**src/hdl/lpcal_pkg.sv**
```systemverilog
// Constants and types for the low-power calibration scheduler
`default_nettype none
package lpcal_pkg;

	// =========================================================
	// Register indices (byte address is four times the index)
	localparam logic [6:0] IDX_BGCAL_CTRL = 7'h60;
	localparam logic [6:0] IDX_SCHED_STAT = 7'h61;
	localparam logic [6:0] IDX_PIN_CFG    = 7'h6b;
	localparam logic [6:0] IDX_SOFT_TRIG  = 7'h6c;
	localparam logic [6:0] IDX_LP_CTRL    = 7'h6e;
	localparam logic [6:0] IDX_GAIN_ADJ   = 7'h7a;
	localparam logic [6:0] IDX_REF_ADJ    = 7'h7c;

	// =========================================================
	// Reset values
	localparam logic [7:0] RST_LP_CTRL    = 8'h88;
	localparam logic [7:0] RST_PIN_CFG    = 8'h00;
	localparam logic [7:0] RST_SOFT_TRIG  = 8'h01;
	localparam logic [7:0] RST_GAIN_ADJ   = 8'h00;
	localparam logic [7:0] RST_REF_ADJ    = 8'h00;
	localparam logic       RST_BGCAL_EN   = 1'b0;

	// =========================================================
	// Interval counts in sample clock periods
	localparam int         CNT_W = 41;
	localparam logic [7:0][40:0] SLEEP_CYC_DFLT = {
		41'h100_0000_0080, 41'h020_0000_0080,
		41'h004_0000_0080, 41'h000_8000_0080,
		41'h000_1000_0080, 41'h000_0200_0080,
		41'h000_0040_0080, 41'h000_0000_0480};
	localparam logic [3:0][40:0] SETTLE_CYC_DFLT = {
		41'h000_8000_0080, 41'h000_1000_0080,
		41'h000_0200_0080, 41'h000_0000_0480};

	// =========================================================
	// Types
	typedef struct packed {
		logic [2:0] sleep_interval_sel;
		logic [1:0] settle_interval_sel;
		logic       reserved_b2;
		logic       trigger_sleep_mode;
		logic       lowpower_cal_enable;
	} lp_ctrl_s;

	typedef enum logic [3:0] {
		ST_IDLE   = 4'b0001,
		ST_SLEEP  = 4'b0010,
		ST_SETTLE = 4'b0100,
		ST_CAL    = 4'b1000
	} sched_e;

endpackage
`default_nettype wire

```
**src/hdl/lowpower_bg_cal_scheduler.sv**
```systemverilog
// Low-power background calibration scheduler with trim registers
//
// Our own choice: the APB interface to the registers.
`default_nettype none
module lowpower_bg_cal_scheduler #(
	parameter logic [7:0][40:0] SLEEP_CYC  =
		lpcal_pkg::SLEEP_CYC_DFLT,
	parameter logic [3:0][40:0] SETTLE_CYC =
		lpcal_pkg::SETTLE_CYC_DFLT
) (
	// Clock and reset
	input  wire logic        clk,
	input  wire logic        rstn,
	// APB slave
	input  wire logic        psel,
	input  wire logic        penable,
	input  wire logic        pwrite,
	input  wire logic [9:0]  paddr,
	input  wire logic [31:0] pwdata,
	input  wire logic [3:0]  pstrb,
	output logic             pready,
	output logic [31:0]      prdata,
	output logic             pslverr,
	// Factory trim from fuse storage
	input  wire logic [7:0]  fuse_gain_code,
	input  wire logic [3:0]  fuse_bandgap_code,
	// Calibration trigger pin and engine handshake
	input  wire logic        cal_trigger_pin,
	input  wire logic        cal_done,
	output logic             cal_start,
	// Offline core control
	output logic             adc_sleep,
	output logic             cal_trigger_level,
	// Trim codes to the analog side
	output logic [7:0]       gain_trim_code,
	output logic [3:0]       bandgap_trim_code
);

	localparam int W = lpcal_pkg::CNT_W;

	// =========================================================
	// Reset release through two flip-flops
	logic rst_meta_r;
	logic rst_n_r;

	always_ff @(posedge clk or negedge rstn) begin
		if (!rstn) begin
			rst_meta_r <= 1'b0;
			rst_n_r    <= 1'b0;
		end else begin
			rst_meta_r <= 1'b1;
			rst_n_r    <= rst_meta_r;
		end
	end

	// =========================================================
	// Module state
	typedef struct packed {
		lpcal_pkg::lp_ctrl_s lp_ctrl;
		logic [7:0]          gain_adj;
		logic [7:0]          ref_adj;
		logic [7:0]          pin_cfg;
		logic [7:0]          soft_trig;
		logic                bgcal_en;
		logic                fuse_loaded;
		logic                pin_meta;
		logic                pin_sync;
		logic [31:0]         rdata;
		lpcal_pkg::sched_e   sched;
		logic                cal_start;
		logic                adc_sleep;
		logic                trig_level;
	} state_s;

	state_s s_r;
	state_s s_nxt;

	// =========================================================
	// Timer shared by sleep and settle intervals
	logic         tmr_start;
	logic         tmr_stop;
	logic [W-1:0] tmr_load;
	logic         tmr_busy;
	logic         tmr_done;

	interval_timer #(
		.W (W)
	) u_timer (
		.clk      (clk),
		.rst_n    (rst_n_r),
		.start    (tmr_start),
		.stop     (tmr_stop),
		.load_val (tmr_load),
		.busy     (tmr_busy),
		.done     (tmr_done)
	);

	// =========================================================
	// Derived controls
	logic         lp_active;
	logic         auto_mode;
	logic         trig_now;
	logic [W-1:0] sleep_cnt;
	logic [W-1:0] settle_cnt;

	// Low-power mode only counts while background cal runs
	assign lp_active = s_r.bgcal_en &
		s_r.lp_ctrl.lowpower_cal_enable;
	assign auto_mode = ~s_r.lp_ctrl.trigger_sleep_mode;

	// Trigger from pin or software bit
	assign trig_now = s_r.pin_cfg[0] ? s_r.pin_sync
		: s_r.soft_trig[0];

	assign sleep_cnt =
		SLEEP_CYC[s_r.lp_ctrl.sleep_interval_sel];
	assign settle_cnt =
		SETTLE_CYC[s_r.lp_ctrl.settle_interval_sel];

	// =========================================================
	// APB decode
	logic       setup_ph;
	logic       access_ph;
	logic [6:0] idx;
	logic       hit;
	logic [7:0] rd_byte;
	logic       wr_en;

	assign setup_ph  = psel & ~penable;
	assign access_ph = psel & penable;
	assign idx       = paddr[8:2];

	always_comb begin
		hit     = (paddr[1:0] == 2'b00) & ~paddr[9];
		rd_byte = 8'h00;
		case (idx)
			lpcal_pkg::IDX_BGCAL_CTRL: begin
				rd_byte = {7'h00, s_r.bgcal_en};
			end
			lpcal_pkg::IDX_SCHED_STAT: begin
				rd_byte = {1'b0, s_r.trig_level, tmr_busy,
					s_r.adc_sleep, s_r.sched};
			end
			lpcal_pkg::IDX_PIN_CFG: begin
				rd_byte = s_r.pin_cfg;
			end
			lpcal_pkg::IDX_SOFT_TRIG: begin
				rd_byte = s_r.soft_trig;
			end
			lpcal_pkg::IDX_LP_CTRL: begin
				rd_byte = s_r.lp_ctrl;
			end
			lpcal_pkg::IDX_GAIN_ADJ: begin
				rd_byte = s_r.gain_adj;
			end
			lpcal_pkg::IDX_REF_ADJ: begin
				rd_byte = s_r.ref_adj;
			end
			default: begin
				hit = 1'b0;
			end
		endcase
	end

	assign wr_en = access_ph & pwrite & hit & pstrb[0];

	// =========================================================
	// Next state
	always_comb begin
		s_nxt     = s_r;
		tmr_start = 1'b0;
		tmr_stop  = ~lp_active;
		tmr_load  = sleep_cnt;

		// Pin passes two flip-flops
		s_nxt.pin_meta = cal_trigger_pin;
		s_nxt.pin_sync = s_r.pin_meta;

		// Read data is caught in the setup cycle
		if (setup_ph && !pwrite) begin
			// Unmapped or unaligned reads return zero
			s_nxt.rdata = {24'h00_0000, hit ? rd_byte : 8'h00};
		end

		// Register writes
		if (wr_en) begin
			case (idx)
				lpcal_pkg::IDX_BGCAL_CTRL: begin
					s_nxt.bgcal_en = pwdata[0];
				end
				lpcal_pkg::IDX_PIN_CFG: begin
					s_nxt.pin_cfg = pwdata[7:0];
				end
				lpcal_pkg::IDX_SOFT_TRIG: begin
					s_nxt.soft_trig = pwdata[7:0];
				end
				lpcal_pkg::IDX_LP_CTRL: begin
					s_nxt.lp_ctrl = pwdata[7:0];
				end
				lpcal_pkg::IDX_GAIN_ADJ: begin
					s_nxt.gain_adj = pwdata[7:0];
				end
				lpcal_pkg::IDX_REF_ADJ: begin
					s_nxt.ref_adj = pwdata[7:0];
				end
				default: begin
				end
			endcase
		end

		// Factory trim captured once after reset release
		if (!s_r.fuse_loaded) begin
			s_nxt.gain_adj    = fuse_gain_code;
			s_nxt.ref_adj     = {4'h0, fuse_bandgap_code};
			s_nxt.fuse_loaded = 1'b1;
		end

		// Scheduler
		s_nxt.cal_start = 1'b0;
		case (s_r.sched)
			lpcal_pkg::ST_IDLE: begin
				if (lp_active) begin
					s_nxt.sched = lpcal_pkg::ST_SLEEP;
					tmr_start   = auto_mode;
				end
			end
			lpcal_pkg::ST_SLEEP: begin
				if (!lp_active) begin
					s_nxt.sched = lpcal_pkg::ST_IDLE;
				end else if (!auto_mode) begin
					// Trigger high keeps the core asleep
					if (!trig_now) begin
						s_nxt.sched = lpcal_pkg::ST_SETTLE;
						tmr_start   = 1'b1;
						tmr_load    = settle_cnt;
					end
				end else if (tmr_done) begin
					s_nxt.sched = lpcal_pkg::ST_SETTLE;
					tmr_start   = 1'b1;
					tmr_load    = settle_cnt;
				end else if (!tmr_busy) begin
					// Entered from trigger mode: start timing
					tmr_start = 1'b1;
				end
			end
			lpcal_pkg::ST_SETTLE: begin
				if (!lp_active) begin
					s_nxt.sched = lpcal_pkg::ST_IDLE;
				end else if (tmr_done) begin
					s_nxt.sched     = lpcal_pkg::ST_CAL;
					s_nxt.cal_start = 1'b1;
				end
			end
			lpcal_pkg::ST_CAL: begin
				if (!lp_active) begin
					s_nxt.sched = lpcal_pkg::ST_IDLE;
				end else if (cal_done) begin
					s_nxt.sched = lpcal_pkg::ST_SLEEP;
					tmr_start   = auto_mode;
				end
			end
			default: begin
				s_nxt.sched = lpcal_pkg::ST_IDLE;
			end
		endcase

		s_nxt.adc_sleep  = (s_nxt.sched == lpcal_pkg::ST_SLEEP);
		s_nxt.trig_level = trig_now;
	end

	// =========================================================
	// State register
	always_ff @(posedge clk or negedge rst_n_r) begin
		if (!rst_n_r) begin
			s_r.lp_ctrl     <= lpcal_pkg::RST_LP_CTRL;
			s_r.gain_adj    <= lpcal_pkg::RST_GAIN_ADJ;
			s_r.ref_adj     <= lpcal_pkg::RST_REF_ADJ;
			s_r.pin_cfg     <= lpcal_pkg::RST_PIN_CFG;
			s_r.soft_trig   <= lpcal_pkg::RST_SOFT_TRIG;
			s_r.bgcal_en    <= lpcal_pkg::RST_BGCAL_EN;
			s_r.fuse_loaded <= 1'b0;
			s_r.pin_meta    <= 1'b0;
			s_r.pin_sync    <= 1'b0;
			s_r.rdata       <= 32'h0000_0000;
			s_r.sched       <= lpcal_pkg::ST_IDLE;
			s_r.cal_start   <= 1'b0;
			s_r.adc_sleep   <= 1'b0;
			s_r.trig_level  <= 1'b1;
		end else begin
			s_r <= s_nxt;
		end
	end

	// =========================================================
	// Outputs
	assign pready            = 1'b1;
	assign pslverr           = access_ph & ~hit;
	assign prdata            = s_r.rdata;
	assign cal_start         = s_r.cal_start;
	assign adc_sleep         = s_r.adc_sleep;
	assign cal_trigger_level = s_r.trig_level;
	assign gain_trim_code    = s_r.gain_adj;
	assign bandgap_trim_code = s_r.ref_adj[3:0];

endmodule
`default_nettype wire

```
**src/hdl/interval_timer.sv**
```systemverilog
// Loadable down-counter that pulses done after a set number of cycles
`default_nettype none
module interval_timer #(
	parameter int W = 41
) (
	// Clock and reset
	input  wire logic         clk,
	input  wire logic         rst_n,
	// Control
	input  wire logic         start,
	input  wire logic         stop,
	input  wire logic [W-1:0] load_val,
	// Status
	output logic              busy,
	output logic              done
);

	typedef struct packed {
		logic         busy;
		logic [W-1:0] cnt;
	} tmr_s;

	tmr_s s_r;
	tmr_s s_nxt;

	// =========================================================
	// Next state
	always_comb begin
		s_nxt = s_r;
		if (stop) begin
			s_nxt.busy = 1'b0;
			s_nxt.cnt  = '0;
		end else if (start) begin
			s_nxt.busy = 1'b1;
			s_nxt.cnt  = load_val - W'(1);
		end else if (s_r.busy) begin
			if (s_r.cnt == '0) begin
				s_nxt.busy = 1'b0;
			end else begin
				s_nxt.cnt = s_r.cnt - W'(1);
			end
		end
	end

	always_ff @(posedge clk or negedge rst_n) begin
		if (!rst_n) begin
			s_r <= '0;
		end else begin
			s_r <= s_nxt;
		end
	end

	// Done on the last counted cycle
	assign busy = s_r.busy;
	assign done = s_r.busy & (s_r.cnt == '0);

endmodule
`default_nettype wire

```
**config.mk**
```make
export PLATFORM = sky130hd
export DESIGN_NAME = lowpower_bg_cal_scheduler
export DESIGN_NICKNAME = d
export VERILOG_FILES = /design/src/hdl/lpcal_pkg.sv /design/src/hdl/lowpower_bg_cal_scheduler.sv /design/src/hdl/interval_timer.sv
export SDC_FILE = /design/constraint.sdc
export NUM_CORES = 1
export LEC_CHECK = 0
export BUFFER_PORTS_ARGS = -buffer_cell sky130_fd_sc_hd__clkbuf_2
export CAP_MARGIN = 10
export CORE_MARGIN = 2
export CORE_UTILIZATION = 45
export CTS_CLUSTER_DIAMETER = 80
export DETAILED_ROUTE_END_ITERATION = 6
export PLACE_DENSITY = 0.74
export SYNTH_ARGS = -nofsm -noshare
export SYNTH_HDL_FRONTEND = slang
export SYNTH_SLANG_ARGS = --single-unit
```
**constraint.sdc**
```tcl
create_clock -name clk -period 4.59 [get_ports clk]
set_input_delay 0.918 -clock clk [delete_from_list [all_inputs] [get_ports clk]]
set_output_delay 0.918 -clock clk [all_outputs]
set_load 0.01 [all_outputs]
```
==> flow_summary.ini <==
[clock_network]
cts_tree = done
htreeDepth = 3
post_cts.repair.setup_buffers = 0
clock_sinks = 103
cts_buffer_depth = 2
clk_latency_ns = 0.35
postCtsHoldBufs = 0
ctsResizeCount = 0
numCtsBuffers = 9
clkSlewWorstSetupHoldPaths_ns = 0.07
clock-root-buffer = clkbuf_16

[final_layout]
antenna-diode-count = 0
final_area_um2 = 6310
drive_gt1_share_pct = 20.4
n_fill_cell = 1153
synthToLayoutAreaGrowth_pct = 8.33
mostFrequentLayoutCell = dfrtp_1
mostFrequentLayoutCells = dfrtp_1, clkbuf_2, nor2_1
fin_nets = 689

[floorplanning]
fp.dieW_um = 118
dieHeight_um = 118
ios = 114
rows = 41
die_area_um2 = 13900
initial_utilization_pct = 46.2
design.core.area_um2 = 12600

[synthesis]
synth_top_area_share_pct = 42.1
async_flop_share_pct = 100
yosys-top-cells-area = dfrtp_1, buf_4, mux2_2, mux2i_1, xor2_1
syn_avg_cell_area_um2 = 9.75
ys_ff_latch = 103
syn-instance-count = 598
synth_ff_type = dfrtp_1
yosys_warnings = 0
ys_seq_area_share_pct = 44.3
synth_area_um2 = 5830
yosysTopAreaCell = dfrtp_1
synth_edf_count = 0
synth_cell_types = 64

[sta]
skew_ns = 0.00730
final.min_clock_period_ns = 3.39
rsz0062_at_grt = no
fin_setup_tns_ns = 0
whs_ns = 0.336
clock.fmax_ghz = 0.295
fin_crit_sh_pct = 73.8
setup_violations = 0
final_critical_path_setup_slack_ns = 1.20
slew-limit-headroom_pct = 17.2
worst_pin_slew_ns = 1.24
final_max_slew_viol_count = 0
hold_violations = 0

[placement]
dp_hpwl_um = 9570
pre_cts_ws_ns = 1.14
place_area_um2 = 6010
io_buffer_count = 61
gp_congestion = 0.842

[critical_path]
critical_path.max_fanout = 14
r2r-end = u_timer.s_r[34]
regToRegStartpoint = u_timer.s_r[4]
cp-start-kind = flop
arrival_ns = 3.62
regToRegSetupSlack_ns = 1.20
rr_worst_depth = 7
end_kind = flop
critPathKind = flop to flop
startpoint = u_timer.s_r[4]
cp.required_ns = 4.82

[outcome]
status = finished clean

[global_route]
grt-busiest-layer = met2
gr-usage-met3_pct = 2.76
gr-usage-met1_pct = 28.5
grt-ovfl-total = 0
grt_pass1_vias = 4680
antenna_found_initial = 0
met2_usage_pct = 31.1
grt_max_degree = 54
track_usage_pct = 20.3
grt_pass1_wl_um = 23000

[detailed_routing]
dr.first_iter.drc_count = 320
first_pass_iters = 5
drc = 0
viasPerCell = 5.83
vias = 4662
routed_wl_um = 13600
avgRoutedWirePerCell_um = 17.0
drtAntennaViolNets = 0

[power]
combPwrFrac_pct = 4.7
seq_power_share_pct = 52.1
p_sw_share_pct = 23.8
p_clk_share_pct = 43.2
p_per_area_nw_per_um2 = 286
power_switching_w = 0.000430
p_int_w = 0.00138
total_leakage_power_nw = 2.89
ir_worst_vdd_v = 0.000176

[job]
drv_cap = 0

[min_path]
hold_path.class = input port to asynchronous set/reset pin
## worst max path at each step
| stage | slack [ns] | end |
|---|---|---|
| 6_report | 1.20 | u_timer.s_r[34] |
| 5_1_grt | 0.95 | u_timer.s_r[34] |
| 4_1_cts | 1.21 | u_timer.s_r[34] |
| 3_5_place_dp | 1.14 | s_r[56] |
| 3_3_place_gp | 1.22 | s_r[77] |
| 2_1_floorplan | 1.52 | adc_sleep |
## final cells by class
class                   instances  area, um^2  share of cell area (%)
clock buffers                  10         229                    3.63
well taps                     172         215                    3.41
repair buffers                 67         350                    5.55
inverters                       6        22.5                   0.357
multi-input cells             436        2840                    45.0
clock inverters                 6        70.1                    1.11
flip-flops and latches        103        2590                    41.0
## kinds of logic (layout without fill, tap and decap cells)
logic type      count (synthesis)  count (layout)  synth area share, %
xor+xnor                       29              29                 4.36
mux                            46              46                 8.46
fa+ha+maj                       1               1                0.215
simple gates                  231             231                 22.4
flops                         103             103                 44.3
buf+inv                        84              89                 8.57
other cells                     2              27                0.129
compound gates                102             102                 11.6
## cell usage after synthesis, drive strengths merged (3+ instances only)
cell type	count
or2	4
a32oi	9
mux2i	20
mux2	26
inv	6
o31ai	4
dfrtp	98
o22ai	3
nor2	49
nand3	13
or3	7
o311ai	3
nor4	22
nand4	12
dfstp	5
nand2	46
and3	6
or4	7
a22oi	6
nor2b	14
nor3	19
xor2	22
nor3b	10
a31oi	3
a221oi	7
buf	59
xnor2	7
nand4b	7
clkbuf	19
a21oi	27
nand2b	3
o21ai	24
## metal layers
| layer | vias to the layer above | share of wire [%] |
|---|---|---|
| met5 | - | 0 |
| met4 | 0 | 2.0 |
| met3 | 17 | 5.3 |
| met2 | 154 | 47 |
| met1 | 2328 | 45 |
| li1 | 2163 | - |
## stage by stage
step	std cells	util, %	total power (W)
detailed placement	784	47.7	0.00104
finish	800	50.0	0.00181
CTS	800	50.0	0.00182
global route	800	50.0	0.00186
global placement	784	47.7	0.00104
floorplan	623	-	0.00103
## worst max-delay path, stage by stage (launching register included)
cell and delay [ns]:
dfrtp_1 0.42, or4_4 0.57, or3_1 0.58, nor4_4 0.40, nand2b_1 0.58, and3_1 0.45, o21ai_0 0.15, o311ai_0 0.12
## power groups by stage
stage	clock [W]	sequential [W]	combinational, W
after floorplan	0	0.000955	0.0000715
after global placement	0	0.000958	0.0000826
after detailed placement	0	0.000959	0.0000855
after CTS	0.000789	0.000942	0.0000861
after global routing	0.000823	0.000945	0.0000960
final	0.000780	0.000941	0.0000856
## sequential cells by signal, summed over array words and instances (netlist names)
register           flops
prdata                 8
u_timer.s_r           41
s_r                   35
gain_trim_code         8
s_nxt                  1
u_timer.busy           1
cal_start              1
adc_sleep              1
rst_n_r                1
rst_meta_r             1
bandgap_trim_code      4
cal_trigger_level      1
(Power assumes the default switching activity.)
